<file path="config.mk">
export PLATFORM = sky130hd
export DESIGN_NAME = pss_top
export DESIGN_NICKNAME = d
export VERILOG_FILES = /design/src/rtl/pss_pkg.sv /design/src/rtl/pss_sync.sv /design/src/rtl/pss_chan.sv /design/src/rtl/pss_top.sv
export SDC_FILE = /design/constraint.sdc
export NUM_CORES = 1
export LEC_CHECK = 0
export BUFFER_PORTS_ARGS = -buffer_cell sky130_fd_sc_hd__buf_2
export CORE_ASPECT_RATIO = 0.75
export CORE_MARGIN = 8
export CORE_UTILIZATION = 48
export DETAILED_ROUTE_END_ITERATION = 10
export HOLD_SLACK_MARGIN = 0.08
export PLACE_DENSITY = 0.83
export SLEW_MARGIN = 20
export SYNTH_ARGS = -nofsm -noshare
export SYNTH_HDL_FRONTEND = slang
export SYNTH_SLANG_ARGS = --single-unit
</file>
<file path="constraint.sdc">
create_clock -name clock -period 2.15 [get_ports clock]
set_input_delay 0.5375 -clock clock [delete_from_list [all_inputs] [get_ports clock]]
set_output_delay 0.5375 -clock clock [all_outputs]
set_load 0.005 [all_outputs]
</file>
<file path="src/rtl/pss_pkg.sv">
// Summary of operation
// [RULE1] Phase-out 0: clearing run halts pattern at once
// [RULE2] Phase-out 1: finish current frame, then stop
// [RULE3] Run bit starts or stops pattern generation
// [RULE4] Source select: 0 software bit, 1 pin
// [RULE5] Per-channel two-bit start delay of frames
// [RULE6] Delays latched only at run restart
// [RULE7] Toggle enable toggles pin after frame count
// [RULE8] Toggle count 00..11 means 1..4 frames
// [RULE9] Count ignored while toggle enable clear
// [RULE10] Channel joins pattern only in mode 3
// [RULE11] Per-channel frame mask blanks 0..3 frames
// [RULE12] Host restarts by writing run 0 then 1
// [RULE13] Pin trigger synchronised, level used as run
package pss_pkg;
  localparam logic [7:0] PSS_ADDR_START = 8'h1b;
  localparam logic [7:0] PSS_ADDR_DELAY = 8'h1c;
  localparam logic [7:0] PSS_ADDR_TOGGLE = 8'h1d;
  localparam int PSS_BIT_SRC = 0;
  localparam int PSS_BIT_RUN = 1;
  localparam int PSS_BIT_PHASE = 2;
  localparam int PSS_BIT_TOG_EN = 2;
  localparam logic PSS_SRC_RESET = 1'b1;
  localparam logic [1:0] PSS_MODE_PATTERN = 2'h3;
  localparam int PSS_CHANNELS = 4;
  typedef enum logic [1:0] {PSS_IDLE, PSS_RUN, PSS_PHASE_OUT} pss_state_t;
endpackage

</file>
<file path="src/rtl/pss_sync.sv">
`timescale 1ns/1ps
`default_nettype none
module pss_sync
  import pss_pkg::*;
(
  input wire logic clock,
  input wire logic reset,
  input wire logic din,
  output logic dout
);
  logic meta_r;
  always_ff @(posedge clock) begin
    if (reset) begin
      meta_r <= 1'b0;
      dout <= 1'b0;
    end else begin
      meta_r <= din;
      dout <= meta_r;
    end
  end
endmodule // pss_sync
`default_nettype wire

</file>
<file path="src/rtl/pss_chan.sv">
`timescale 1ns/1ps
`default_nettype none
module pss_chan
  import pss_pkg::*;
(
  input wire logic clock,
  input wire logic reset,
  input wire logic start,
  input wire logic running,
  input wire logic frame_tick,
  input wire logic [1:0] lag,
  input wire logic [1:0] mode,
  input wire logic [1:0] mask,
  output logic active
);
  logic [1:0] lag_r;
  logic [1:0] wait_r;
  logic [1:0] mask_cnt_r;
  wire in_pattern = (mode == PSS_MODE_PATTERN); // [RULE10]
  wire waiting = (wait_r != 2'h0);
  wire blanked = (mask_cnt_r < mask); // [RULE11]
  always_ff @(posedge clock) begin
    if (reset) begin
      lag_r <= 2'h0;
      wait_r <= 2'h0;
      mask_cnt_r <= 2'h0;
      active <= 1'b0;
    end else begin
      if (start) begin
        lag_r <= lag; // [RULE6]
        wait_r <= lag; // [RULE5]
        mask_cnt_r <= 2'h0;
      end else if (running && frame_tick) begin
        if (waiting) wait_r <= wait_r - 2'h1;
        else if (mask_cnt_r != 2'h3) mask_cnt_r <= mask_cnt_r + 2'h1;
      end
      active <= running && !start && in_pattern && !waiting && !blanked;
    end
  end
endmodule // pss_chan
`default_nettype wire

</file>
<file path="src/rtl/pss_top.sv">
`timescale 1ns/1ps
`default_nettype none
module pss_top
  import pss_pkg::*;
(
  input wire logic clock,
  input wire logic reset,
  input wire logic reg_wr,
  input wire logic [7:0] reg_addr,
  input wire logic [7:0] reg_wdata,
  output logic [7:0] reg_rdata,
  input wire logic [7:0] source_modes,
  input wire logic [7:0] frame_masks,
  input wire logic frame_end,
  input wire logic pin_in,
  output logic pin_out,
  output logic pin_oe,
  output logic pattern_run,
  output logic frame_restart,
  output logic [3:0] led_source_active
);
  logic phase_r;
  logic run_bit_r;
  logic src_r;
  logic [7:0] delay_r;
  logic tog_en_r;
  logic [1:0] tog_n_r;
  logic [1:0] tog_cnt_r;
  logic run_req_q;
  logic pin_sync;
  pss_state_t state_r;
  pss_state_t state_nxt;

  wire wr_start = reg_wr && (reg_addr == PSS_ADDR_START);
  wire wr_delay = reg_wr && (reg_addr == PSS_ADDR_DELAY);
  wire wr_tog = reg_wr && (reg_addr == PSS_ADDR_TOGGLE);

  pss_sync u_sync (
    .clock(clock),
    .reset(reset),
    .din(pin_in),
    .dout(pin_sync)
  );

  // Pin is an input while used as trigger; only driven for toggling
  wire run_req = src_r ? pin_sync : run_bit_r; // [RULE4] [RULE13]
  wire run_rise = run_req && !run_req_q; // [RULE12]
  wire running = (state_r != PSS_IDLE);

  always_comb begin
    state_nxt = state_r;
    case (state_r)
      PSS_IDLE: if (run_rise) state_nxt = PSS_RUN; // [RULE3]
      PSS_RUN: if (!run_req) state_nxt = phase_r ? PSS_PHASE_OUT : PSS_IDLE; // [RULE1] [RULE2]
      PSS_PHASE_OUT: if (frame_end) state_nxt = PSS_IDLE; // [RULE2]
      default: state_nxt = PSS_IDLE;
    endcase
  end

  // Immediate stop in RUN also covers phase_r==0 going straight to IDLE
  wire start_ev = (state_r == PSS_IDLE) && (state_nxt == PSS_RUN);
  wire run_nxt = (state_nxt != PSS_IDLE);

  // Run bit is write-only; it reads back as zero
  always_ff @(posedge clock) begin
    if (reset) begin
      phase_r <= 1'b0;
      run_bit_r <= 1'b0;
      src_r <= PSS_SRC_RESET; // [RULE4]
    end else if (wr_start) begin
      phase_r <= reg_wdata[PSS_BIT_PHASE];
      run_bit_r <= reg_wdata[PSS_BIT_RUN]; // [RULE3]
      src_r <= reg_wdata[PSS_BIT_SRC]; // [RULE4]
    end
  end

  // Delays wait here until the next start copies them into the channels
  always_ff @(posedge clock) begin
    if (reset) begin
      delay_r <= 8'h00;
    end else if (wr_delay) begin
      delay_r <= reg_wdata; // [RULE6]
    end
  end

  // Enable is write-only; only the count reads back
  always_ff @(posedge clock) begin
    if (reset) begin
      tog_en_r <= 1'b0;
      tog_n_r <= 2'h0;
    end else if (wr_tog) begin
      tog_en_r <= reg_wdata[PSS_BIT_TOG_EN]; // [RULE7]
      tog_n_r <= reg_wdata[1:0]; // [RULE8]
    end
  end

  always_ff @(posedge clock) begin
    if (reset) begin
      state_r <= PSS_IDLE;
      run_req_q <= 1'b0;
      pattern_run <= 1'b0;
      frame_restart <= 1'b0;
    end else begin
      state_r <= state_nxt;
      run_req_q <= run_req;
      pattern_run <= run_nxt;
      frame_restart <= start_ev;
    end
  end

  // Counter clears whenever toggling cannot happen, so each run starts fresh
  wire tog_hit = (tog_cnt_r == tog_n_r); // [RULE8]
  always_ff @(posedge clock) begin
    if (reset) begin
      tog_cnt_r <= 2'h0;
      pin_out <= 1'b0;
      pin_oe <= 1'b0;
    end else begin
      pin_oe <= tog_en_r && !src_r; // [RULE7]
      if (!tog_en_r || !running) begin
        tog_cnt_r <= 2'h0; // [RULE9]
      end else if (frame_end) begin
        if (tog_hit) begin
          tog_cnt_r <= 2'h0;
          pin_out <= !pin_out; // [RULE7]
        end else begin
          tog_cnt_r <= tog_cnt_r + 2'h1;
        end
      end
    end
  end

  wire chan_run = run_nxt && running;
  genvar i;
  generate
    for (i = 0; i < PSS_CHANNELS; i++) begin : g_chan
      pss_chan u_chan (
        .clock(clock),
        .reset(reset),
        .start(start_ev),
        .running(chan_run),
        .frame_tick(frame_end),
        .lag(delay_r[2*i+1:2*i]),
        .mode(source_modes[2*i+1:2*i]),
        .mask(frame_masks[2*i+1:2*i]),
        .active(led_source_active[i])
      );
    end
  endgenerate

  wire [7:0] rd_start = {5'h00, phase_r, 1'b0, src_r};
  wire [7:0] rd_tog = {6'h00, tog_n_r};
  always_ff @(posedge clock) begin
    if (reset) begin
      reg_rdata <= 8'h00;
    end else begin
      case (reg_addr)
        PSS_ADDR_START: reg_rdata <= rd_start;
        PSS_ADDR_DELAY: reg_rdata <= delay_r;
        PSS_ADDR_TOGGLE: reg_rdata <= rd_tog;
        default: reg_rdata <= 8'h00;
      endcase
    end
  end

  // Outputs are registered, so most checks look one edge after the cause
  stop_now_a: assert property (@(posedge clock) disable iff (reset) // [RULE1]
    (state_r == PSS_RUN && !run_req && !phase_r)
    |=> !pattern_run)
    else $error("immediate stop failed");

  phase_enter_a: assert property (@(posedge clock) disable iff (reset) // [RULE2]
    (state_r == PSS_RUN && !run_req && phase_r)
    |=> pattern_run)
    else $error("phase-out stopped at once");

  phase_hold_a: assert property (@(posedge clock) disable iff (reset) // [RULE2]
    (state_r == PSS_PHASE_OUT && !frame_end)
    |=> pattern_run)
    else $error("phase-out ended early");

  phase_end_a: assert property (@(posedge clock) disable iff (reset) // [RULE2]
    (state_r == PSS_PHASE_OUT && frame_end)
    |=> !pattern_run)
    else $error("phase-out did not end");

  start_run_a: assert property (@(posedge clock) disable iff (reset) // [RULE3]
    (state_r == PSS_IDLE && run_rise)
    |=> pattern_run && frame_restart)
    else $error("start missed");

  restart_once_a: assert property (@(posedge clock) disable iff (reset) // [RULE3]
    frame_restart
    |=> !frame_restart)
    else $error("restart pulse too long");

  no_restart_a: assert property (@(posedge clock) disable iff (reset) // [RULE3]
    (state_r != PSS_IDLE)
    |=> !frame_restart)
    else $error("restart while running");

  idle_quiet_a: assert property (@(posedge clock) disable iff (reset) // [RULE3]
    !pattern_run
    |-> (led_source_active == 4'h0))
    else $error("channel active while stopped");

  rd_run_wo_a: assert property (@(posedge clock) disable iff (reset) // [RULE3]
    (reg_addr == PSS_ADDR_START)
    |=> !reg_rdata[PSS_BIT_RUN])
    else $error("run bit read back");

  src_sel_a: assert property (@(posedge clock) disable iff (reset) // [RULE4]
    (!src_r && state_r == PSS_IDLE && !run_bit_r)
    |=> !pattern_run)
    else $error("software source ignored");

  pin_start_a: assert property (@(posedge clock) disable iff (reset) // [RULE13]
    (src_r && state_r == PSS_IDLE && !pin_sync)
    |=> !pattern_run)
    else $error("start without pin trigger");

  delay_latch_a: assert property (@(posedge clock) disable iff (reset) // [RULE5] [RULE6]
    start_ev
    |=> g_chan[0].u_chan.lag_r == $past(delay_r[1:0]))
    else $error("delay not latched");

  rd_delay_a: assert property (@(posedge clock) disable iff (reset) // [RULE5]
    (reg_addr == PSS_ADDR_DELAY)
    |=> (reg_rdata == $past(delay_r)))
    else $error("delay register read wrong");

  // Pin toggling
  no_toggle_a: assert property (@(posedge clock) disable iff (reset) // [RULE7] [RULE9]
    !tog_en_r
    |=> $stable(pin_out))
    else $error("pin toggled while disabled");

  toggle_hit_a: assert property (@(posedge clock) disable iff (reset) // [RULE7]
    (tog_en_r && running && frame_end && tog_hit)
    |=> $changed(pin_out))
    else $error("pin did not toggle at count");

  oe_on_a: assert property (@(posedge clock) disable iff (reset) // [RULE7]
    (tog_en_r && !src_r)
    |=> pin_oe)
    else $error("pin not driven while toggling");

  oe_src_a: assert property (@(posedge clock) disable iff (reset) // [RULE13]
    src_r
    |=> !pin_oe)
    else $error("pin driven while used as trigger");

  toggle_cnt_a: assert property (@(posedge clock) disable iff (reset) // [RULE8]
    (tog_en_r && running && frame_end && !tog_hit)
    |=> $stable(pin_out))
    else $error("toggle before count");

  tog_clear_a: assert property (@(posedge clock) disable iff (reset) // [RULE9]
    (!tog_en_r || !running)
    |=> (tog_cnt_r == 2'h0))
    else $error("toggle count kept while idle");

  // Channel gating
  mode_gate_a: assert property (@(posedge clock) disable iff (reset) // [RULE10]
    (source_modes[1:0] != PSS_MODE_PATTERN)
    |=> !led_source_active[0])
    else $error("non-pattern channel active");

  mask_gate_a: assert property (@(posedge clock) disable iff (reset) // [RULE11]
    (g_chan[0].u_chan.blanked)
    |=> !led_source_active[0])
    else $error("masked frame active");

  // Per-channel checks reach into the channel instances
  generate
    for (i = 0; i < PSS_CHANNELS; i++) begin : g_chk
      wait_gate_a: assert property (@(posedge clock) disable iff (reset) // [RULE5]
        g_chan[i].u_chan.waiting
        |=> !led_source_active[i])
        else $error("channel active during start delay");

      wait_step_a: assert property (@(posedge clock) disable iff (reset) // [RULE5]
        (!start_ev && chan_run && frame_end && g_chan[i].u_chan.waiting)
        |=> (g_chan[i].u_chan.wait_r == $past(g_chan[i].u_chan.wait_r) - 2'h1))
        else $error("start delay not counted per frame");

      lag_hold_a: assert property (@(posedge clock) disable iff (reset) // [RULE6]
        !start_ev
        |=> $stable(g_chan[i].u_chan.lag_r))
        else $error("delay changed while running");
    end
  endgenerate

  // Main scenarios: stop, phase-out, toggling, pin start, delayed channel
  run_c: cover property (@(posedge clock) start_ev ##[1:20] !pattern_run);
  phase_c: cover property (@(posedge clock) state_r == PSS_PHASE_OUT ##1 state_r == PSS_IDLE);
  tog_c: cover property (@(posedge clock) pin_oe && $changed(pin_out));
  pin_c: cover property (@(posedge clock) src_r && start_ev);
  lag_c: cover property (@(posedge clock) frame_restart ##[1:40] led_source_active[2]);
endmodule // pss_top
`default_nettype wire

</file>
Word-level counts from Yosys, hierarchy flattened
Cells that the tools add are included.
{ "op_classes": {"add_sub_neg": 9, "reduce_logical": 59, "muxes": 20, "order_cmp": 4, "bitwise": 5, "shifts": 0, "multipliers": 0, "eq_ne": 15, "div": 0} }
{ "ops": {"columns": ["operator", "count"], "rows": [
  ["$mux 2", 17],
  ["$eq 8x5->1 const B", 3],
  ["$pmux 8 s3", 1],
  ["$reduce_bool 2->1", 11],
  ["$logic_and 1x1->1", 21],
  ["$reduce_and 3->1", 5],
  ["$logic_not 1->1", 14],
  ["$add 2x1->2 const B", 5],
  ["$eq 2x2->1 const B", 5],
  ["$lt 2x2->1", 4],
  ["$ne 2x2->1 const B", 4],
  ["$reduce_and 2->1", 4],
  ["$sub 2x1->2 const B", 4],
  ["$pmux 2 s3", 1],
  ["$not 1->1", 5],
  ["$eq 2x1->1 const B", 2],
  ["$reduce_or 2->1", 2],
  ["$eq 2x2->1", 1],
  ["$logic_not 2->1", 1],
  ["$logic_or 1x1->1", 1],
  ["$mux 1", 1]
]} }
{ "totals": {"ff_bits": 53, "n_memories": 0, "latch_bits": 0, "mem_bits_rw": 0, "romBits": 0, "in_bits": 37, "output_inout_bits": 16, "wordCells": 140} }

Logic depth before layout (Yosys ltp)
Gate-level depths: netlist of the first run.
{ "logic_depth": {"ltp_word": 11, "depth_mapped": 5, "depth_no_buf": 5} }

Modules after synthesis
Synthesis of the first run repeated with hierarchy kept, for this count alone.
{ "unflattened": {"cells_unflattened": 258, "hier_area_um2": 2503.7} }
{ "modules_own_cells": {"columns": ["mod", "seq_area_each_um2", "cells_per_inst", "n_inst", "area_per_inst_um2"], "rows": [
  ["pss_top", 620.6, 134, 1, 1350.0],
  ["pss_chan", 100.1, 30, 4, 275.3],
  ["pss_sync", 40.0, 4, 1, 52.6]
]} }

Least setup slack after synthesis of the first run
No wires, ideal clock.
{ "synth_path": {"path_kind": "in2reg", "start": "input reg_addr[5]", "end": "register delay_r[0]", "path_slack_ns": 0.070, "n_path_buf": 0, "t_arrival_ns": 1.953, "stages": 4, "setup_time_ns": 0.128, "required_time_ns": 2.022, "cell_sequence": "or4b_4 -> nor4_4 -> mux2i_1 -> nor2_1"} }
{ "synth_between": {"elab_chain_len": 2} }
{ "synth_lines": {"columns": ["element", "line_no", "text"], "rows": [
  ["start: declaration", "pss_top.sv:9", "input wire logic [7:0] reg_addr,"],
  ["$eq 8x5->1", "pss_top.sv:35", "wire wr_delay = reg_wr && (reg_addr == PSS_ADDR_DELAY);"],
  ["$logic_and 1x1->1", "pss_top.sv:35", null],
  ["end signal: assignment", "pss_top.sv:82", "delay_r <= reg_wdata;"],
  ["end: declaration", "pss_top.sv:25", "logic [7:0] delay_r;"]
]} }
No other way between the ends.
A chain may end at the register's enable or synchronous reset.

Worst setup path in the final report of the first run
{ "layout_path": {"start": "input reg_addr[5]", "end": "register reg_rdata[6]"} }
{ "layout_between": {"elab_chain_len": 2, "elab_cells_between_ends": 4, "cone_classes": "eq/ne: 3; mux: 1"} }
{ "layout_lines": {"columns": ["element", "line_no", "text"], "rows": [
  ["$eq 8x5->1", "pss_top.sv:157", "case (reg_addr)"],
  ["$pmux 8 s3 *", "pss_top.sv:157", null],
  ["end signal: assignment", "pss_top.sv:158", "PSS_ADDR_START: reg_rdata <= rd_start;"],
  ["end signal: assignment", "pss_top.sv:159", "PSS_ADDR_DELAY: reg_rdata <= delay_r;"],
  ["end signal: assignment", "pss_top.sv:160", "PSS_ADDR_TOGGLE: reg_rdata <= rd_tog;"],
  ["end: declaration", "pss_top.sv:11", "output logic [7:0] reg_rdata,"]
]} }
Every way passes the cells marked *; elsewhere a longest branch is shown, timed or not.

==> run metrics, run 1 <==
Tightest Pin Transition roughly 850 ps; Initial Util around 49%; max-slew violations 0; residual DRC count 0; Crit. End Element register; layout cells sized above 1 25.3%; Cells after Synth 255; utilization after layout about three fifths; nets about 360; GP Congestion approximately 0.76; post-synthesis simple-gate area fraction 24.4%; Synth Net Count between 300 and 400; DRT antenna net count 0; Synth cell types 38; xor/xnor share of the synthesized area just under 3%; post_cts resized 0; Synth top cells by count 53 x dfxtp_1, 27 x nor2_1, 18 x inv_1, 17 x nand2_1, 17 x nand3_1; final WL 5010 um; WL per Instance ~13 um; crit-path max FO 5; clock slew at reported path FFs 90 ps; vias around 2000; ranking of synthesized cells by area dfxtp_1 45%, mux2i_1 6.8%, ha_1 6.4%; clock latency on the worst-skew pair roughly 300 ps; Startpoint Class input pin; placed instance count roughly 370; H-tree depth 2; DIE HEIGHT around 77 um; HPWL Detailed roughly 3800 um; die width ~97 um; vias in the first global route 2069; Final period util between 80% and 90%; WHS Path Cells 1; gr ovfl total 0; Post-synth EDFFs 0; min Tclk post-route between 1500 and 2000 ps; Layout Skew 6.25 ps; CTS buffer count 5; worst setup path class input pin to register; worst hold margin between 400 and 500 ps; Total GRT Usage around 14%; YS warnings 0; initial antenna violation count 0; FP Rows 22; max-cap violation count 0; Final Instance Area ~2800 um^2; largest family of logic cells by synthesized area simple AND/OR/NAND/NOR gates; Worst EP arrival around 2100 ps; post-synthesis register bit count 53; Hold Path Class register to register; post-synthesis adder-cell area fraction 6.36%; Async S/R FF share, synth 0%; total power divided by cell area between 600 and 700 nW/um^2; Filler cells 435; Hold-fix buffers, CTS 0; Post-CTS Setup Repair Bufs 0; Worst VDD drop between 0.3 and 0.4 mV; CP required 2400 ps; Clock Tree Buf Depth 2; count of final hold-check violations 0; Core Footprint 4820 um^2; RSZ-0062 raised after global routing false; largest net degree at the start of global routing 17; Compound-Gate Fraction of Synth Area under 10%; drt first pass iters 4; Worst Setup Slack, final 265 ps; Non-Filler Instances roughly 370; area of placed instances roughly 2700 um^2; top-count cell post-synth dfxtp_1; RR Startpoint src_r; die area 7440 um^2; antenna diode count 0; CTS tree done; Synth top area share between 40% and 50%; port buffer count 52; post-synthesis average cell area approximately 9.3 um^2; Max Freq 0.531 GHz; I/O pin count 53; vias per inst ~5.3; DRT iter0 DRCs 97; Hold Startpoint u_sync.meta_r; first-pass GRT wire length 8920 um; clock tree root buffer cell clkbuf_8; final number of setup-violating endpoints 0; Seq/Total Area, Yosys 45.0%; post-synthesis mux area share between 7 and 8%; Worst Setup SP reg_addr[5]; Final Total Pwr ~1.7 mW; status completed; Yosys top cell by area dfxtp_1; LEAKAGE 1.19 nW; area delta synth->final 19.2%; Mapped Area roughly 2400 um^2; Clock Sinks 53; Rel. slew slack between 40 and 50%; TNS Setup 0 ps; DP Worst Slack -61.5 ps; Main synth FF type dfxtp_1; worst r2r path cells 4
-- state kept, by name, indices dropped and copies added, names as in the netlist --
register	cells
pattern_run	1
tog_en_r	1
u_sync.dout	1
src_r	1
tog_n_r	2
run_req_q	1
u_sync.meta_r	1
g_chan.u_chan.wait_r	8
g_chan.u_chan.active	4
frame_restart	1
pin_out	1
state_r	2
reg_rdata	8
phase_r	1
delay_r	8
tog_cnt_r	2
run_bit_r	1
g_chan.u_chan.mask_cnt_r	8
pin_oe	1
-- layout make-up --
| type | instances | area [um^2] | share of cell area, % |
|---|---|---|---|
| repair buffers | 62 | 335 | 11.9 |
| clock inverters | 2 | 35.0 | 1.24 |
| flip-flops and latches | 53 | 1060 | 37.7 |
| inverters | 18 | 67.6 | 2.40 |
| clock buffers | 5 | 68.8 | 2.45 |
| multi-input cells | 172 | 1170 | 41.6 |
| well taps | 60 | 75.1 | 2.67 |
-- cells in the final DEF, fill, tap and decap left out, types with 3 or more instances in the layout --
cell type  count
o21ai_0        5
nand2b_1       6
and2_1         5
buf_2         52
o211ai_1       8
mux2i_1       16
inv_1         18
buf_4         10
nand2_1       17
dfxtp_1       53
nor2_1        27
nand3_1       17
nor3_1         6
clkbuf_8       5
o2111ai_1      4
xor2_1         5
ha_1          12
nor4_2         3
nor2b_1        3
xnor2_1        3
or4_1          8
a21oi_1        8
-- report_power, final --
| group | switching [mW] | leakage, nW | internal (mW) |
|---|---|---|---|
| registers | 0.00278 | 0.427 | 0.985 |
| logic | 0.0574 | 0.709 | 0.0468 |
| clock network | 0.306 | 0.0540 | 0.339 |
| total | 0.367 | 1.19 | 1.37 |
-- cell families (layout without fill, tap and decap cells) --
kind of cell / after synthesis / after routing
adder cells (fa/ha/maj): 12 / 12
multiplexers: 17 / 17
AO/OA/AOI/OAI: 31 / 31
XOR/XNOR: 8 / 8
buffers and inverters: 30 / 87
AND/OR/NAND/NOR: 104 / 104
flip-flops: 53 / 53
-- worst max-delay path, stage by stage --
cell and delay [ps]:
buf_2 90, or4b_4 570, or3b_2 490, nor3_2 260, and2_1 170
-- worst paths after layout --
path	endpoint	slack, ps
min	u_sync.dout	460
min reg2reg	u_sync.dout	460
max	reg_rdata[6]	270
max reg2reg	g_chan[0].u_chan.wait_r[0]	300
-- routing by layer --
layer  share of wire [%]  global-route usage [%]  wire [um]
met5                   0                       0          0
met4                0.52                    3.52         26
met3                 5.4                    4.12        270
met2                  47                    23.5       2360
met1                  47                    16.5       2350
(Power assumes the default switching activity.)
==> inputs of run 2 (changes only) <==
- GPL_TIMING_DRIVEN: unset -> 0
- PLACE_DENSITY: 0.83 -> 0.75
- SLEW_MARGIN: 20 -> unset
==> run 2 against run 1 <==
  * Clock skew barely moved
  * Final cell count rose by 0.27%
  * Clock power fell by 11%
  * Critical path type unchanged
  * First-iteration DRC count fell by 6.2%
  * Worst setup slack got worse by 110 ps
  * Critical path depth did not move
  * Sequential power barely moved
==> run metrics, run 2 (synthesis gave the netlist of run 1 again) <==
status completed; Clock Sinks 53; Initial Util 49.0%; Crit. End Element register; clock slew at reported path FFs roughly 100 ps; CTS buffer count 5; largest net degree at the start of global routing 19; clock tree root buffer cell clkbuf_8; Worst EP arrival 2190 ps; area used by multi-input combinational logic around 1200 um^2; first-pass GRT wire length between 8000 and 9000 um; Rel. slew slack 50.8%; DIE HEIGHT 76.7 um; Tightest Pin Transition 733 ps; Max Freq 0.501 GHz; drt first pass iters 7; Total GRT Usage 13.9%; Combinational Power Share 6.1%; FF-to-FF setup slack between 150 and 200 ps; CP required ~2300 ps; clock latency on the worst-skew pair about 310 ps; commonest non-fill, non-tap cell in the layout dfxtp_1; sequential share of power 59.3%; max-cap violation count 0; FP Rows 22; Post-CTS Setup Repair Bufs 0; Power Internal ~1.3 mW; layout cells sized above 1 a little under a quarter; min Tclk post-route ~2000 ps; I/O pin count 53; die width slightly below 100 um; initial antenna violation count 0; nets approximately 360; max-slew violations 0; area delta synth->final 18.1%; HPWL Detailed ~4000 um; Clock Tree Buf Depth 2; crit-path max FO 8; CTS tree done; DRT iter0 DRCs 91; Worst VDD drop just under 0.4 mV; Core Footprint between 4000 and 5000 um^2; residual DRC count 0; final number of setup-violating endpoints 0; Psw about 400 uW; port buffer count 50; DRT antenna net count 0; count of final hold-check violations 0; utilization after layout approximately 58%; worst setup path class input pin to register; H-tree depth 2; Filler cells 429; TNS Setup 0 ps; GP Congestion approximately 0.8; vias per inst approximately 5.2; antenna diode count 0; Sw Share about a quarter; gr ovfl total 0; vias in the first global route approximately 2000; vias 1930; die area between 7000 and 8000 um^2; most frequent cells in the layout 53 x dfxtp_1, 50 x buf_2, 27 x nor2_1, 18 x inv_1; Final period util between 90% and 100%; WL per Instance between 10 and 15 um; RSZ-0062 raised after global routing false; final WL between 5000 and 6000 um; Startpoint Class input pin; LEAKAGE about 1.2 nW; Hold Path Class input pin to register; Layout Skew 6.03 ps; Clock Power Share 34.6%; total power divided by cell area 598 nW/um^2; FF+latch area approximately 1100 um^2
[run 2: final cells by class]
type / instances / share of cell area (%)
clock inverter: 3 / 0.943
buffer: 12 / 2.25
multi-input combinational: 172 / 42.2
sequential: 53 / 38.1
inverter: 18 / 2.42
tap: 60 / 2.69
clock buffer: 5 / 2.47
timing repair buffer: 50 / 8.98
[run 2: power by group through the flow]
stage                     clock, mW  sequential [mW]  combinational [mW]
final                         0.577            0.988               0.101
after global routing          0.635            0.989               0.114
after CTS                     0.597            0.988               0.102
after detailed placement          0             1.01               0.101
after global placement            0             1.01              0.0981
after floorplan                   0             1.01              0.0510
[run 2: worst max-delay path, stage by stage]
cell     delay [ps]
buf_2            90
or4b_4          570
nor4_4          670
mux2i_1         260
nor2_1           50
[run 2: per-stage QoR]
| step | total power [mW] | hold slack [ps] | setup WS [ps] | instance area, um^2 | instances |
|---|---|---|---|---|---|
| after global placement | 1.11 | 428 | -161 | 2690 | 365 |
| after detailed placement | 1.11 | 424 | -176 | 2690 | 365 |
| after global routing | 1.74 | 435 | 30.0 | 2790 | 373 |
| after floorplan | 1.06 | 414 | 69.7 | 2360 | 255 |
| after CTS | 1.69 | 438 | 153 | 2780 | 373 |
| final | 1.67 | 440 | 153 | 2790 | 373 |
[run 2: what timing repair did]
action	in CTS	in global routing
gates resized for setup	1	4
hold buffers	0	0
setup endpoints to repair	3	6
endpoints found under the hold margin	0	0
pin swaps	0	0
[run 2: path summary, 6_finish.rpt]
path	depth (start not counted)	end	from
worst max-delay path	5	delay_r[4]	reg_addr[5]
worst min register to register	1	u_sync.dout	u_sync.meta_r
worst max register to register	5	g_chan[3].u_chan.wait_r[1]	src_r
worst min-delay path	2	u_sync.meta_r	pin_in
[run 2: layer usage]
metal	vias up	GRT usage [%]	wire length, um
met5	-	0	0
met2	29	24.5	2420
li1	1001	-	-
met3	5	3.58	233
met4	0	3.68	40
met1	895	16.2	2360
==> inputs of run 3 (changes only) <==
- CORE_UTILIZATION: 48 -> 50
- CTS_BUF_LIST: unset -> sky130_fd_sc_hd__clkbuf_2 sky130_fd_sc_hd__clkbuf_4 sky130_fd_sc_hd__clkbuf_8
- PLACE_DENSITY: 0.75 -> unset
- PLACE_DENSITY_LB_ADDON: unset -> 0.08
- SLEW_MARGIN: unset -> 20
==> run 3 against run 2 <==
  * Critical endpoint is now delay_r[5]
  * Clock power about the same
  * Largest power group unchanged
  * Critical path depth unchanged
  * Maximum frequency down 2.2%
  * Non-clock buffer count unchanged
  * Count of clock-buffer cells in the layout up 3
  * Hold slack better by 14 ps
==> run metrics, run 3 (synthesis gave the netlist of run 1 again) <==
Startpoint Class input pin; FP Rows 21; cell chain of the critical path buf_2 -> or4b_4 -> nor4_4 -> mux2i_1 -> nor2_1; Combinational Power Share 6.1%; I/O pin count 53; RSZ-0062 raised after global routing false; clock slew at reported path FFs about 90 ps; Total GRT Usage 15.0%; drt first pass iters 5; worst setup path class input pin to register; HPWL Detailed 3930 um; clock tree root buffer cell clkbuf_8; WL per Instance between 10 and 15 um; Top Usage Layer GRT met2; CP required ~2300 ps; CP max stage cell nor4_4; max-cap violation count 0; initial antenna violation count 0; layout cells sized above 1 approximately a quarter; DIE HEIGHT 75.5 um; clock latency on the worst-skew pair ~310 ps; area delta synth->final 17.9%; area of placed instances approximately 2700 um^2; residual DRC count 0; total power divided by cell area 600 nW/um^2; DRT antenna net count 0; vias in the first global route 1832; max-slew violations 0; Max stage delay on crit path just under 700 ps; vias a little under 2000; Final Instance Area between 2000 and 3000 um^2; final WL slightly above 5000 um; GP Congestion around 0.77; first-pass GRT wire length 8420 um; Clock Sinks between 50 and 60; Worst VDD drop 0.357 mV; Sw Share between 20 and 25%; met3 usage approximately 4.8%; worst hold margin about 450 ps; antenna diode count 0; sequential share of power slightly below 60%; status completed; nets about 360; Worst EP arrival approximately 2200 ps; CTS buffer count 5; CTS tree done; port buffer count 50; Crit. End Element register; Post-CTS Setup Repair Bufs 0; Initial Util between 50% and 60%; Power Internal about 1.3 mW; H-tree depth 2; Core Footprint roughly 4500 um^2; Worst Setup Slack, final 107 ps; LEAKAGE approximately 1.2 nW; count of final hold-check violations 0; crit-path max FO 8; gr ovfl total 0; DP Worst Slack -216 ps; final number of setup-violating endpoints 0; Clock Tree Buf Depth 2; min Tclk post-route approximately 2000 ps; Psw ~370 uW; commonest non-fill, non-tap cell in the layout dfxtp_1; vias per inst 5.20; Layout Skew 6.65 ps; Clock Power Share a little over a third; GR Util met2 between 20 and 25%; Rel. slew slack 49.8%; Max Freq 0.490 GHz; Final period util between 90% and 100%; Tightest Pin Transition about 750 ps; die area 7200 um^2; largest net degree at the start of global routing 15; post_cts resized 1; most frequent cells in the layout 53 x dfxtp_1, 50 x buf_2, 27 x nor2_1, 18 x inv_1; Filler cells 434; met1 Use GR between 10% and 20%; DRT iter0 DRCs 60; Hold-fix buffers, CTS 0; Hold Path Class input pin to register; die width around 95 um
==> run 3: changes by cell type in the layout (fill, tap and decap cells not counted), sizes merged <==
cell,change
clkbuf,+3
clkinv,-2
inv,-1
==> run 3: routing by layer <==
metal  vias to the layer above  wire, um
met3                         4       339
met1                       881      2460
met5                         -         0
li1                        999         -
met4                         0        57
met2                        41      2170
==> run 3: power by group through the flow <==
stage | clock [mW] | sequential (mW) | combinational (mW)
floorplan | 0 | 1.01 | 0.0510
global placement | 0 | 1.01 | 0.0997
detailed placement | 0 | 1.01 | 0.101
CTS | 0.598 | 0.988 | 0.102
global route | 0.633 | 0.989 | 0.113
finish | 0.579 | 0.988 | 0.102
==> run 3: cell type report <==
cell class | instances | area (um^2) | share of cell area [%]
inverters | 18 | 67.6 | 2.43
flip-flops and latches | 53 | 1060 | 38.1
repair buffers | 50 | 250 | 9.00
well taps | 57 | 71.3 | 2.56
clock buffers | 8 | 91.3 | 3.28
multi-input cells | 172 | 1180 | 42.4
plain buffers | 12 | 61.3 | 2.20
==> run 3: path summary, 6_finish.rpt <==
path                                                   end       startpoint  slack [ps]  depth (start not counted)
worst min-delay path               g_chan[1].u_chan.active  source_modes[3]         450                          3
worst max-delay path                            delay_r[5]      reg_addr[5]         110                          5
worst max register to register  g_chan[2].u_chan.wait_r[1]            src_r         120                          5
worst min register to register                 u_sync.dout    u_sync.meta_r         470                          1
==> run 3: through the flow <==
step / cells / utilization [%] / TNS (ps) / total power [mW]
floorplan: 255 / - / 0 / 1.06
global placement: 362 / 59.7 / -1640 / 1.11
detailed placement: 362 / 59.7 / -1790 / 1.11
CTS: 370 / 61.8 / 0 / 1.69
global route: 370 / 61.9 / 0 / 1.73
finish: 370 / 61.9 / 0 / 1.67
==> run 3: critical path, delay by kind of cell <==
kind                   cells  cell delay (ps)
and+or+nand+nor            3             1320
muxes                      1              270
buffers and inverters      1               90
